--- src/cc_match_regs.vh ---
// Offsets, field positions, reset values and timing for the line match status bank
`ifndef CC_MATCH_REGS_VH
`define CC_MATCH_REGS_VH
// Register offsets
`define ADDR_LINE_EVENT_STATUS 12'h803
`define ADDR_LINE1_CHANGE_FLAGS 12'h804
`define ADDR_LINE2_CHANGE_FLAGS 12'h805
`define ADDR_LINE1_THRESHOLD_MATCH 12'h806
`define ADDR_LINE2_THRESHOLD_MATCH 12'h807
// Event register bit positions
`define EVT_FIRST_MATCH_VALID 7
`define EVT_ADVERT_CHANGED 6
`define EVT_DETACH 5
`define EVT_ATTACH 4
`define EVT_LINE2_SUMMARY 1
`define EVT_LINE1_SUMMARY 0
// Reset values
`define CHANGE_FLAGS_RESET 8'h00
`define MATCH_RESET_DOWNSTREAM 8'hFF
`define MATCH_RESET_UPSTREAM 8'h00
// Role encoding of the device role bit
`define ROLE_UPSTREAM 1'b0
`define ROLE_DOWNSTREAM 1'b1
// Port attach state encoding
`define PORT_UNATTACHED 2'h0
`define PORT_ATTACH_WAIT 2'h1
`define PORT_ATTACHED 2'h2
// Timing
`define CLK_PERIOD_NS 50
`define UNIT_SHORT_NS 100000
`define UNIT_LONG_NS 1600000
`define UNIT_SHORT_CYCLES (`UNIT_SHORT_NS / `CLK_PERIOD_NS)
`define UNIT_LONG_CYCLES (`UNIT_LONG_NS / `CLK_PERIOD_NS)
`endif

--- src/line_debounce.v ---
// Per-line threshold match debouncer with raw/debounced selection
`timescale 1ns/10ps
`default_nettype none
`include "cc_match_regs.vh"
module line_debounce #(
    parameter WIDTH = 8  // Thresholds per line
) (
    input wire clk_sys_in,  // System clock
    input wire rst_in,  // Async reset, high
    input wire [WIDTH-1:0] raw_in,  // Raw comparator results
    input wire hold_in,  // Force reset value
    input wire [WIDTH-1:0] default_in,  // Role-based reset value
    input wire [1:0] port_state_in,  // Attach state
    input wire open_line_in,  // Open-line condition seen
    input wire unatt_tick_in,  // Unattached time base pulse
    input wire att_tick_in,  // Attached time base pulse
    input wire [7:0] unatt_time_in,  // Unattached interval in units
    input wire [7:0] att_time_in,  // Attached interval in units
    input wire [WIDTH-1:0] dbclr_en_in,  // 1 selects debounced bit
    output wire [WIDTH-1:0] match_out,  // Visible match value
    output wire first_valid_out  // Pulse on first valid match
);
    reg [WIDTH-1:0] raw_prev_q;  // Raw value last cycle
    reg [WIDTH-1:0] deb_q;  // Debounced value
    reg [7:0] cnt_q;  // Stable-time counter
    reg loaded_q;  // Reset value applied once
    reg valid_q;  // A match has become valid
    wire unatt;  // In unattached state
    wire wait_st;  // In attach-wait state
    wire tick;  // Selected time base
    wire [7:0] limit;  // Selected interval
    wire stable;  // Raw unchanged
    wire reached;  // Interval expired

    assign unatt = (port_state_in == `PORT_UNATTACHED);
    assign wait_st = (port_state_in == `PORT_ATTACH_WAIT);
    assign tick = unatt ? unatt_tick_in : att_tick_in;
    assign limit = unatt ? unatt_time_in : att_time_in;
    assign stable = (raw_in == raw_prev_q);
    assign reached = stable && (cnt_q == limit) && (!wait_st || open_line_in);
    assign match_out = hold_in ? default_in : ((deb_q & dbclr_en_in) | (raw_in & ~dbclr_en_in));
    assign first_valid_out = reached && !valid_q && !hold_in;

    // Debounce counter and value update
    always @(posedge clk_sys_in or posedge rst_in) begin
        if (rst_in) begin
            raw_prev_q <= {WIDTH{1'b0}};
            deb_q <= {WIDTH{1'b0}};
            cnt_q <= 8'h00;
            loaded_q <= 1'b0;
            valid_q <= 1'b0;
        end else begin
            raw_prev_q <= raw_in;
            if (!loaded_q || hold_in) begin
                deb_q <= default_in;
                loaded_q <= 1'b1;
                valid_q <= 1'b0;
                cnt_q <= 8'h00;
            end else if (!stable || (wait_st && !open_line_in)) begin
                // Restart on any movement
                cnt_q <= 8'h00;
            end else if (reached) begin
                deb_q <= raw_in;
                valid_q <= 1'b1;
            end else if (tick) begin
                cnt_q <= cnt_q + 8'h01;
            end
        end
    end
endmodule // line_debounce
`default_nettype wire

--- src/attach_detect.v ---
// Attach, detach and current advertisement change pulse sources
`timescale 1ns/10ps
`default_nettype none
`include "cc_match_regs.vh"
module attach_detect (
    input wire clk_sys_in,  // System clock
    input wire rst_in,  // Async reset, high
    input wire role_in,  // 1 downstream, 0 upstream
    input wire line_present_in,  // Line comparators see partner
    input wire vbus_present_in,  // VBUS present
    input wire [1:0] advert_in,  // Partner current advertisement
    output wire attach_out,  // Attach pulse
    output wire detach_out,  // Detach pulse
    output wire advert_chg_out,  // Advertisement change pulse
    output wire [1:0] advert_out  // Latched advertisement
);
    reg att_q;  // Attach condition last cycle
    reg det_q;  // Detach watch signal last cycle
    reg [1:0] adv_q;  // Advertisement last cycle
    reg primed_q;  // History valid after reset
    wire att_lvl;  // Attach condition
    wire det_lvl;  // Signal watched for detach

    assign att_lvl = (role_in == `ROLE_DOWNSTREAM) ? line_present_in
                     : (line_present_in && vbus_present_in);
    assign det_lvl = (role_in == `ROLE_DOWNSTREAM) ? line_present_in : vbus_present_in;
    assign attach_out = primed_q && att_lvl && !att_q;
    assign detach_out = primed_q && !det_lvl && det_q;
    assign advert_chg_out = primed_q && (advert_in != adv_q);
    assign advert_out = adv_q;

    // Edge history
    always @(posedge clk_sys_in or posedge rst_in) begin
        if (rst_in) begin
            att_q <= 1'b0;
            det_q <= 1'b0;
            adv_q <= 2'h0;
            primed_q <= 1'b0;
        end else begin
            att_q <= att_lvl;
            det_q <= det_lvl;
            adv_q <= advert_in;
            primed_q <= 1'b1;
        end
    end
endmodule // attach_detect
`default_nettype wire

--- src/cc_threshold_match_status.v ---
// Line threshold match, change flag and event status register bank
`timescale 1ns/10ps
`default_nettype none
`include "cc_match_regs.vh"
module cc_threshold_match_status #(
    parameter WIDTH = 8,  // Thresholds per line
    parameter UNIT_LONG_CYCLES = `UNIT_LONG_CYCLES,  // Cycles per 1.6 ms unit
    parameter UNIT_SHORT_CYCLES = `UNIT_SHORT_CYCLES  // Cycles per 100 us unit
) (
    input wire clk_sys_in,  // 20 MHz system clock
    input wire rst_in,  // Async reset, high
    input wire [11:0] reg_addr_in,  // Register address
    input wire reg_wr_in,  // Write strobe
    input wire reg_rd_in,  // Read strobe
    input wire [15:0] reg_wdata_in,  // Write data
    output reg [15:0] reg_rdata_out,  // Read data, held
    input wire [WIDTH-1:0] line1_raw_in,  // Line 1 comparator results
    input wire [WIDTH-1:0] line2_raw_in,  // Line 2 comparator results
    input wire [WIDTH-1:0] line1_dbclr_en_in,  // Line 1 debounce clear enable
    input wire [WIDTH-1:0] line2_dbclr_en_in,  // Line 2 debounce clear enable
    input wire comparator_enable_in,  // Line comparator enabled
    input wire standalone_in,  // Standalone operation
    input wire device_role_in,  // 0 upstream, 1 downstream
    input wire debounce_unit_select_in,  // 0 1.6 ms, 1 100 us
    input wire [7:0] unattached_debounce_time_in,  // Unattached interval units
    input wire [7:0] attached_debounce_time_in,  // Attached interval, 100 us units
    input wire [1:0] port_state_in,  // Attach state
    input wire open_line_in,  // Open-line condition seen
    input wire line_present_in,  // Partner seen on lines
    input wire vbus_present_in,  // VBUS present
    input wire [1:0] advert_in,  // Partner current advertisement
    output reg [1:0] current_advert_out,  // Advertisement for line control
    output reg [WIDTH-1:0] line1_match_out,  // Line 1 match value
    output reg [WIDTH-1:0] line2_match_out  // Line 2 match value
);
    // Time base counters
    reg [15:0] short_cnt_q;  // 100 us divider
    reg [15:0] long_cnt_q;  // 1.6 ms divider
    reg short_tick_q;  // 100 us pulse
    reg long_tick_q;  // 1.6 ms pulse
    // Status registers
    reg [WIDTH-1:0] flags1_q;  // Line 1 change flags
    reg [WIDTH-1:0] flags2_q;  // Line 2 change flags
    reg [WIDTH-1:0] prev1_q;  // Line 1 match last cycle
    reg [WIDTH-1:0] prev2_q;  // Line 2 match last cycle
    reg primed_q;  // Match history valid
    reg fmv_q;  // First match valid flag
    reg fmv_done_q;  // First match already reported
    reg adv_chg_q;  // Advertisement changed flag
    reg detach_q;  // Detach flag
    reg attach_q;  // Attach flag
    // Next values
    reg [WIDTH-1:0] flags1_d;  // Next line 1 flags
    reg [WIDTH-1:0] flags2_d;  // Next line 2 flags
    reg fmv_d;  // Next first match valid
    reg adv_chg_d;  // Next advert changed
    reg detach_d;  // Next detach
    reg attach_d;  // Next attach
    reg [15:0] rdata_d;  // Next read data
    // Internal nets
    wire hold;  // Match held at default
    wire sa_up;  // Standalone upstream role
    wire [WIDTH-1:0] dflt;  // Role-based match default
    wire unatt_tick;  // Unattached time base
    wire [WIDTH-1:0] m1;  // Line 1 visible match
    wire [WIDTH-1:0] m2;  // Line 2 visible match
    wire fv1;  // Line 1 first valid pulse
    wire fv2;  // Line 2 first valid pulse
    wire att_p;  // Attach pulse
    wire det_p;  // Detach pulse
    wire adv_p;  // Advert change pulse
    wire [1:0] adv_lvl;  // Latched advertisement
    wire wr_evt;  // Write to event register
    wire wr_f1;  // Write to line 1 flags
    wire wr_f2;  // Write to line 2 flags
    wire [15:0] evt;  // Event register image

    // Sticky flag with write-1 clear
    function sticky;
        input cur;  // Current flag
        input set;  // Set event
        input clr;  // Clear request
        begin
            sticky = set | (cur & ~clr);
        end
    endfunction

    assign hold = !standalone_in && !comparator_enable_in;
    assign sa_up = standalone_in && (device_role_in == `ROLE_UPSTREAM);
    assign dflt = (device_role_in == `ROLE_DOWNSTREAM) ? `MATCH_RESET_DOWNSTREAM
                  : `MATCH_RESET_UPSTREAM;
    assign unatt_tick = debounce_unit_select_in ? short_tick_q : long_tick_q;

    assign wr_evt = reg_wr_in && (reg_addr_in == `ADDR_LINE_EVENT_STATUS);
    assign wr_f1 = reg_wr_in && (reg_addr_in == `ADDR_LINE1_CHANGE_FLAGS);
    assign wr_f2 = reg_wr_in && (reg_addr_in == `ADDR_LINE2_CHANGE_FLAGS);

    // Line 1 debouncer
    line_debounce #(
        .WIDTH(WIDTH)
    ) u_deb1 (
        .clk_sys_in(clk_sys_in),
        .rst_in(rst_in),
        .raw_in(line1_raw_in),
        .hold_in(hold),
        .default_in(dflt),
        .port_state_in(port_state_in),
        .open_line_in(open_line_in),
        .unatt_tick_in(unatt_tick),
        .att_tick_in(short_tick_q),
        .unatt_time_in(unattached_debounce_time_in),
        .att_time_in(attached_debounce_time_in),
        .dbclr_en_in(line1_dbclr_en_in),
        .match_out(m1),
        .first_valid_out(fv1)
    );

    // Line 2 debouncer
    line_debounce #(
        .WIDTH(WIDTH)
    ) u_deb2 (
        .clk_sys_in(clk_sys_in),
        .rst_in(rst_in),
        .raw_in(line2_raw_in),
        .hold_in(hold),
        .default_in(dflt),
        .port_state_in(port_state_in),
        .open_line_in(open_line_in),
        .unatt_tick_in(unatt_tick),
        .att_tick_in(short_tick_q),
        .unatt_time_in(unattached_debounce_time_in),
        .att_time_in(attached_debounce_time_in),
        .dbclr_en_in(line2_dbclr_en_in),
        .match_out(m2),
        .first_valid_out(fv2)
    );

    // Attach, detach and advertisement sources
    attach_detect u_attach (
        .clk_sys_in(clk_sys_in),
        .rst_in(rst_in),
        .role_in(device_role_in),
        .line_present_in(line_present_in),
        .vbus_present_in(vbus_present_in),
        .advert_in(advert_in),
        .attach_out(att_p),
        .detach_out(det_p),
        .advert_chg_out(adv_p),
        .advert_out(adv_lvl)
    );

    // Event register image, reserved bits zero
    // Summary of change flags
    // Bit 6 reads zero off role
    assign evt = {8'h00, fmv_q, adv_chg_q & sa_up, detach_q, attach_q, 2'b00,
                  (|flags2_q), (|flags1_q)};

    // Time base dividers
    always @(posedge clk_sys_in or posedge rst_in) begin
        if (rst_in) begin
            short_cnt_q <= 16'h0000;
            long_cnt_q <= 16'h0000;
            short_tick_q <= 1'b0;
            long_tick_q <= 1'b0;
        end else begin
            short_tick_q <= (short_cnt_q == UNIT_SHORT_CYCLES[15:0] - 16'h0001);
            long_tick_q <= (long_cnt_q == UNIT_LONG_CYCLES[15:0] - 16'h0001);
            if (short_cnt_q == UNIT_SHORT_CYCLES[15:0] - 16'h0001) begin
                short_cnt_q <= 16'h0000;
            end else begin
                short_cnt_q <= short_cnt_q + 16'h0001;
            end
            if (long_cnt_q == UNIT_LONG_CYCLES[15:0] - 16'h0001) begin
                long_cnt_q <= 16'h0000;
            end else begin
                long_cnt_q <= long_cnt_q + 16'h0001;
            end
        end
    end

    // Next state of flags and read data
    always @* begin
        flags1_d = ({WIDTH{primed_q}} & (m1 ^ prev1_q))
                   | (flags1_q & ~({WIDTH{wr_f1}} & reg_wdata_in[WIDTH-1:0]));
        flags2_d = ({WIDTH{primed_q}} & (m2 ^ prev2_q))
                   | (flags2_q & ~({WIDTH{wr_f2}} & reg_wdata_in[WIDTH-1:0]));
        fmv_d = sticky(fmv_q, (fv1 | fv2) & ~fmv_done_q,
                       wr_evt & reg_wdata_in[`EVT_FIRST_MATCH_VALID]);
        adv_chg_d = sticky(adv_chg_q, adv_p & sa_up,
                           wr_evt & reg_wdata_in[`EVT_ADVERT_CHANGED]);
        if (!sa_up) begin
            adv_chg_d = 1'b0;
        end
        detach_d = sticky(detach_q, det_p & standalone_in,
                          wr_evt & reg_wdata_in[`EVT_DETACH]);
        attach_d = sticky(attach_q, att_p & standalone_in,
                          wr_evt & reg_wdata_in[`EVT_ATTACH]);
        // Read decode, unmapped reads zero
        case (reg_addr_in)
            `ADDR_LINE_EVENT_STATUS: begin
                rdata_d = evt;
            end
            `ADDR_LINE1_CHANGE_FLAGS: begin
                rdata_d = {{(16-WIDTH){1'b0}}, flags1_q};
            end
            `ADDR_LINE2_CHANGE_FLAGS: begin
                rdata_d = {{(16-WIDTH){1'b0}}, flags2_q};
            end
            `ADDR_LINE1_THRESHOLD_MATCH: begin
                rdata_d = {{(16-WIDTH){1'b0}}, m1};
            end
            `ADDR_LINE2_THRESHOLD_MATCH: begin
                rdata_d = {{(16-WIDTH){1'b0}}, m2};
            end
            default: begin
                rdata_d = 16'h0000;
            end
        endcase
    end

    // Status and output registers
    always @(posedge clk_sys_in or posedge rst_in) begin
        if (rst_in) begin
            flags1_q <= `CHANGE_FLAGS_RESET;
            flags2_q <= `CHANGE_FLAGS_RESET;
            prev1_q <= {WIDTH{1'b0}};
            prev2_q <= {WIDTH{1'b0}};
            primed_q <= 1'b0;
            fmv_q <= 1'b0;
            fmv_done_q <= 1'b0;
            adv_chg_q <= 1'b0;
            detach_q <= 1'b0;
            attach_q <= 1'b0;
            reg_rdata_out <= 16'h0000;
            current_advert_out <= 2'h0;
            line1_match_out <= {WIDTH{1'b0}};
            line2_match_out <= {WIDTH{1'b0}};
        end else begin
            flags1_q <= flags1_d;
            flags2_q <= flags2_d;
            prev1_q <= m1;
            prev2_q <= m2;
            // History valid once defaults loaded
            primed_q <= 1'b1;
            fmv_q <= fmv_d;
            // Report only the very first match
            if (fv1 | fv2) begin
                fmv_done_q <= 1'b1;
            end
            adv_chg_q <= adv_chg_d;
            detach_q <= detach_d;
            attach_q <= attach_d;
            // Read data held until next read
            if (reg_rd_in) begin
                reg_rdata_out <= rdata_d;
            end
            if (sa_up) begin
                current_advert_out <= adv_lvl;
            end
            line1_match_out <= m1;
            line2_match_out <= m2;
        end
    end
endmodule // cc_threshold_match_status
`default_nettype wire

--- config.mk ---
export PLATFORM = sky130hd
export DESIGN_NAME = cc_threshold_match_status
export DESIGN_NICKNAME = d
export VERILOG_FILES = /design/src/line_debounce.v /design/src/attach_detect.v /design/src/cc_threshold_match_status.v
export VERILOG_INCLUDE_DIRS = /design/src
export SDC_FILE = /design/constraint.sdc
export NUM_CORES = 1
export LEC_CHECK = 0
export ABC_CLOCK_PERIOD_IN_PS = 4100
export CORE_MARGIN = 2
export CORE_UTILIZATION = 57
export DETAILED_ROUTE_END_ITERATION = 7
export DONT_BUFFER_PORTS = 1
export PLACE_DENSITY = 0.78
export SKIP_LAST_GASP = 1
export SYNTH_ARGS = -nofsm -noshare
export SYNTH_HDL_FRONTEND = slang
export SYNTH_SLANG_ARGS = --single-unit
--- constraint.sdc ---
create_clock -name clk_sys_in -period 4.1 [get_ports clk_sys_in]
set_input_delay 0.205 -clock clk_sys_in [delete_from_list [all_inputs] [get_ports clk_sys_in]]
set_output_delay 0.205 -clock clk_sys_in [all_outputs]
set_load 0.02 [all_outputs]
* After elaboration in Yosys (flattened, before gate mapping)
Index checks and enable logic that the tools add are counted.
** Storage, ports and cells
- Bits in registers :: 146
- Latch bits :: 0
- Memory bits (writable) :: 0
- ROM bits :: 0
- Input bits :: 91
- Logic and storage cells :: 175
- Memories kept :: 0
** Operators by class
- Add/sub/neg operators :: 4
- $mul :: 0
- Div/mod/pow operators :: 0
- $lt $le $gt $ge :: 0
- Equality and inequality tests :: 17
- Shift-type cells :: 0
- Multiplexer cells :: 32
- Bitwise logic cells :: 44
- Reductions and logical operators :: 49
** Operators with widths (number)
- 8-bit two-way mux :: 18
- 8-bit AND :: 10
- 12-bit equality test, second input constant :: 5
- 8-bit case mux with 5 select lines :: 1
- 16-bit by 1-bit adder with 16-bit output, second input constant :: 2
- 8-bit equality test :: 4
- 16-bit two-way mux :: 2
- 8-bit inverter :: 4
- 8-bit OR :: 4
- 1-bit logical AND :: 20
- 8-bit by 1-bit adder with 8-bit output, second input constant :: 2
- 16-bit by 11-bit equality test with 1-bit output, second input constant :: 1
- 16-bit by 15-bit equality test with 1-bit output, second input constant :: 1
- 8-bit OR reduction :: 2
- 8-bit bitwise XOR :: 2
- 1-bit AND :: 13
- 1-bit logical NOT :: 13
- 1-bit two-way mux :: 11
- 2-bit AND reduction :: 4
- 3-bit != test, second input constant :: 2
- 1-bit inverter :: 6
- 3-bit nonzero test :: 2
- 1-bit logical OR :: 5
- 1-bit OR :: 5
- other kinds (5) :: 7

* Logic depth before layout (Yosys ltp)
- Word-level depth :: 10
- Gate-level depth with buffers :: 8

* Hierarchy
A second synthesis with hierarchy kept.
** Unflattened totals
- Cells, all modules :: 691
- Area, all modules :: 7186.9 µm²
** Modules (own cells, without submodules)
- cc_threshold_match_status :: times used 1, cells each 326, area an instance 3772.4 µm², seq. area each 2052.0 µm²
- line_debounce :: times used 2, cells each 175, area an instance 1607.8 µm², seq. area each 650.6 µm²
- attach_detect :: times used 1, cells each 15, area an instance 198.9 µm², seq. area each 125.1 µm²

* Worst setup path before layout
No wires, ideal clock.
- Path type :: register to register
- Start :: register u_deb1.cnt_q[2]
- End :: register u_deb1.deb_q[0]
- Setup time :: 0.126 ns
- Data arrival time :: 1.788 ns
- Path slack :: 2.186 ns
- Stages on the path, launching flop included :: 8
- Clock period less this slack :: 1.914 ns
- Cell sequence :: dfrtp_1 > buf_6 > xor2_1 > nor4_1 > nand4_1 > a21oi_2 > nor2_2 > a221o_1
** Between the ends
- Cells in the longest elaborated chain, start to end :: 5
** RTL lines
- start: declaration :: RTL line line_debounce.v:25 : reg [7:0] cnt_q;
- start signal: assignment :: RTL line line_debounce.v:66 : cnt_q <= cnt_q + 8'h01;
- 8-bit equality test :: RTL line line_debounce.v:40 : assign reached = stable && (cnt_q == limit) && (!wait_st || open_line_in);
- 1-bit logical AND (2 in a row) :: RTL line line_debounce.v:40
- 2-bit nonzero test (no line)
- 2-bit AND reduction (no line)
- end signal: assignment :: RTL line line_debounce.v:48 : deb_q <= {WIDTH{1'b0}};
- end signal: assignment :: RTL line line_debounce.v:55 : deb_q <= default_in;
- end signal: assignment :: RTL line line_debounce.v:63 : deb_q <= raw_in;
- end: declaration :: RTL line line_debounce.v:24 : reg [WIDTH-1:0] deb_q;
No other way between the ends.
A chain may end at the register's enable or synchronous reset.

* Final worst setup path
- Start :: register u_deb1.raw_prev_q[7]
- End :: register u_deb1.deb_q[7]
** Between the ends
- Cells in the longest elaborated chain, start to end :: 5
** RTL lines
- start: declaration :: RTL line line_debounce.v:23 : reg [WIDTH-1:0] raw_prev_q;
- start signal: assignment :: RTL line line_debounce.v:47 : raw_prev_q <= {WIDTH{1'b0}};
- start signal: assignment :: RTL line line_debounce.v:53 : raw_prev_q <= raw_in;
- 8-bit equality test (*) :: RTL line line_debounce.v:39 : assign stable = (raw_in == raw_prev_q);
- 1-bit logical NOT / 1-bit logical AND (equally long branches) :: RTL line line_debounce.v:59, line_debounce.v:40
- 1-bit logical OR / 1-bit logical AND (equally long branches) :: RTL line line_debounce.v:59, line_debounce.v:40
- 2-bit by 1-bit != test with 1-bit output (no line) / 2-bit nonzero test (equally long branches)
- 2-bit AND reduction (no line) (*)
Every way passes the cells marked *; elsewhere a longest branch is shown, timed or not.

==> results.txt <==
status = complete, no violations
gr usage total = 26.8%
wire length of the first global-routing pass = 26.6 mm
Critical Path Source Type = register
Final Core Density = 66.2%
total CTS buffers = 17
Top FF cell, synth = dfrtp_1
H-tree Lvls = 4
Synth area leader = dfrtp_1
Arrival @ worst endpoint = 2.66 ns
Die X-Extent = 114 um
max frequency = 434 MHz
Clock Path Buffers = 2
Worst-Margin Slew = 1.21 ns
Post CTS Setup Buffer Count = 0
leakage = 3.30 nW
post-DP HPWL = 11.2 mm
leading post-synthesis cells by cell area = dfrtp_1 (50%), xor2_1 (7.8%), xnor2_1 (4.2%), mux2i_1 (2.6%), nor2_1 (2.6%)
Hold Slack = 0.0254 ns
total grt overflow = 0
Adder-Cell Fraction of Synth Area = 0.732%
TritonRoute pass-1 iters = 5
crit-path max FO = 9
complex-gate fraction of the synthesized area = 11.7%
TritonCTS clock tree = built
Synth cell types = 62
Clock Latency Late Sink = 0.42 ns
Sink Count = 138
Buffers on Ports = 0
DR iter-0 viols = 431
pwr/cell area = 414 mW/mm^2
n_diodes = 0
share of the synthesized area in the top cell type = 50.5%
Avg WL per Cell = 20.4 um
hold buffer count at cts = 36
Power Total = 3.25 mW
routed wire length = 16.6 mm
Synthesis Warnings = 0
fin crit share = 56.1%
clk root buf = clkbuf_16
Clock transition at path regs = 0.06 ns
CP endpoint = u_deb1.deb_q[7]
main combinational cell family by area after synthesis = simple AND/OR/NAND/NOR gates
routed via count = 5084
post-cts sizing count = 0
DP Cell Count = 748
minimum clock period = 2.30 ns
sequential-to-total area share from yosys stat = 50.5%
Critical R2R Capture = u_deb1.deb_q[7]
maximum VDD drop = 0.255 mV
R2R Setup Slk = 1.80 ns
Synth Register Bits = 138
core region area = 0.0119 mm^2
Synth Area in XOR/XNOR = 12.0%
fillers = 840
count leader, synth = dfrtp_1
CP Class = reg2reg
reg2reg start = u_deb1.raw_prev_q[7]
die area = 0.0129 mm^2
nets@finish = 751
share of cells above drive strength 1 = 10.6%
RSZ-0062 raised after global routing = false
Worst setup EP type = register
initial antenna violation count = 0
Initial Util = 57.7%
simple-gate share of the synthesized area = 15.7%
Layout Cells excl Fill = 816
Cell Rows = 40
vias in the first global route = 5139
final setup skew = 0.00618 ns
via density per instance = 6.23
Die H = 114 um
final number of hold-violating endpoints = 0
Setup Viol. Count Final = 0
R2R depth = 6
maxcap violations = 0
worst min-delay path class = in2reg
Worst Setup SP = u_deb1.raw_prev_q[7]
Crit path required time = 4.45 ns
DRC viols = 0
# IOs = 125
max-slew violation count = 0
RePlAce Congestion = 0.868
Mapped Area = 0.00684 mm^2
post-synthesis cell count = 616
mean post-synth cell area = 11.1 um^2
number of routed nets with antenna violations = 0
Post-synth EDFFs = 0
Post-synth top cells = dfrtp_1 (138), xor2_1 (61), nor2_1 (47)
max_slew headroom = 17.3%
setup TNS = 0 ns
multiplexer share of the synthesized area = 5.76%
largest net degree at the start of global routing = 104
synth-to-layout area growth = 14.8%
share of synthesized registers carrying an async set or reset = 100%
[critical path: stages (launching register included)]
cell and delay (ns):
dfrtp_1 0.37, xnor2_1 0.35, nand4_1 0.21, or3_1 0.41, or2_2 0.39, a21oi_4 0.29, a221o_1 0.21
[cell type report]
cell class                      count  area, um^2  area share [%]
Clock buffer                       21         480            6.12
Clock inverter                     11         119            1.51
Inverter                           17        68.8           0.876
Multi-Input combinational cell    445        3180            40.5
Sequential cell                   138        3450            44.0
Tap cell                          147         184            2.34
Timing Repair Buffer               37         368            4.68
[routing by layer]
layer | part of all wire [%] | GRT usage, % | wire length [um]
met5 | 0 | 0 | 0
met4 | 3.1 | 10.3 | 516
met3 | 7.5 | 8.61 | 1250
met2 | 49 | 43.1 | 8120
met1 | 41 | 34.1 | 6760
[registers in the layout (all words and copies together) (netlist names), 2 cells and up]
| name | cells |
|---|---|
| long_cnt_q | 16 |
| short_cnt_q | 16 |
| flags1_q | 8 |
| flags2_q | 8 |
| prev1_q | 8 |
| prev2_q | 8 |
| reg_rdata_out | 8 |
| u_deb1.cnt_q | 8 |
| u_deb1.deb_q | 8 |
| u_deb1.raw_prev_q | 8 |
| u_deb2.cnt_q | 8 |
| u_deb2.deb_q | 8 |
| u_deb2.raw_prev_q | 8 |
| current_advert_out | 2 |
| u_attach.advert_out | 2 |
[worst min path at each step]
stage / endpoint / depth (start not counted) / start / slack [ns]
6_report: adv_chg_q / 3 / reg_wr_in / 0.03
5_1_grt: flags1_q[1] / 2 / reg_wdata_in[1] / 0.03
4_1_cts: adv_chg_q / 3 / reg_wr_in / 0.02
3_5_place_dp: u_attach.advert_out[0] / 0 / advert_in[0] / 0.24
3_3_place_gp: u_attach.advert_out[0] / 0 / advert_in[0] / 0.24
2_1_floorplan: u_attach.advert_out[0] / 0 / advert_in[0] / 0.24
[per-stage QoR]
step / setup slack [ns] / area [um^2]
final: 1.80 / 7860
after global routing: 1.66 / 7860
after CTS: 1.87 / 7860
after detailed placement: 1.72 / 6900
after global placement: 1.87 / 6900
after floorplan: 0.199 / 6870
[where the power goes]
part | switching [mW] | leakage, nW | internal (mW)
registers | 0.0714 | 1.67 | 1.41
clock network | 0.566 | 0.287 | 0.955
logic | 0.135 | 1.34 | 0.111
total | 0.772 | 3.30 | 2.48
[cell usage in the layout, fill, tap and decap left out, types with 11 or more instances in the layout]
cell type and n:
dfrtp_1 138, xor2_1 61, nor2_1 47, nand2_1 39
dlygate4sd3_1 36, xnor2_1 33, nand3_1 31, a21oi_1 27
mux2i_1 18, a22o_1 17, clkbuf_16 17, inv_1 16
nand4_1 15, a221o_1 15, nor4_1 12, mux2_2 11
conb_1 11
[logic make-up (layout without fill, tap and decap cells)]
family          Yosys count  count (layout)
buf+inv                  42              86
compound gates          104             104
other cells               2              11
fa+ha+maj                 4               4
mux                      33              33
flops                   138             138
simple gates            199             199
xor+xnor                 94              94
Note: power is estimated with default switching activity, not from simulation.
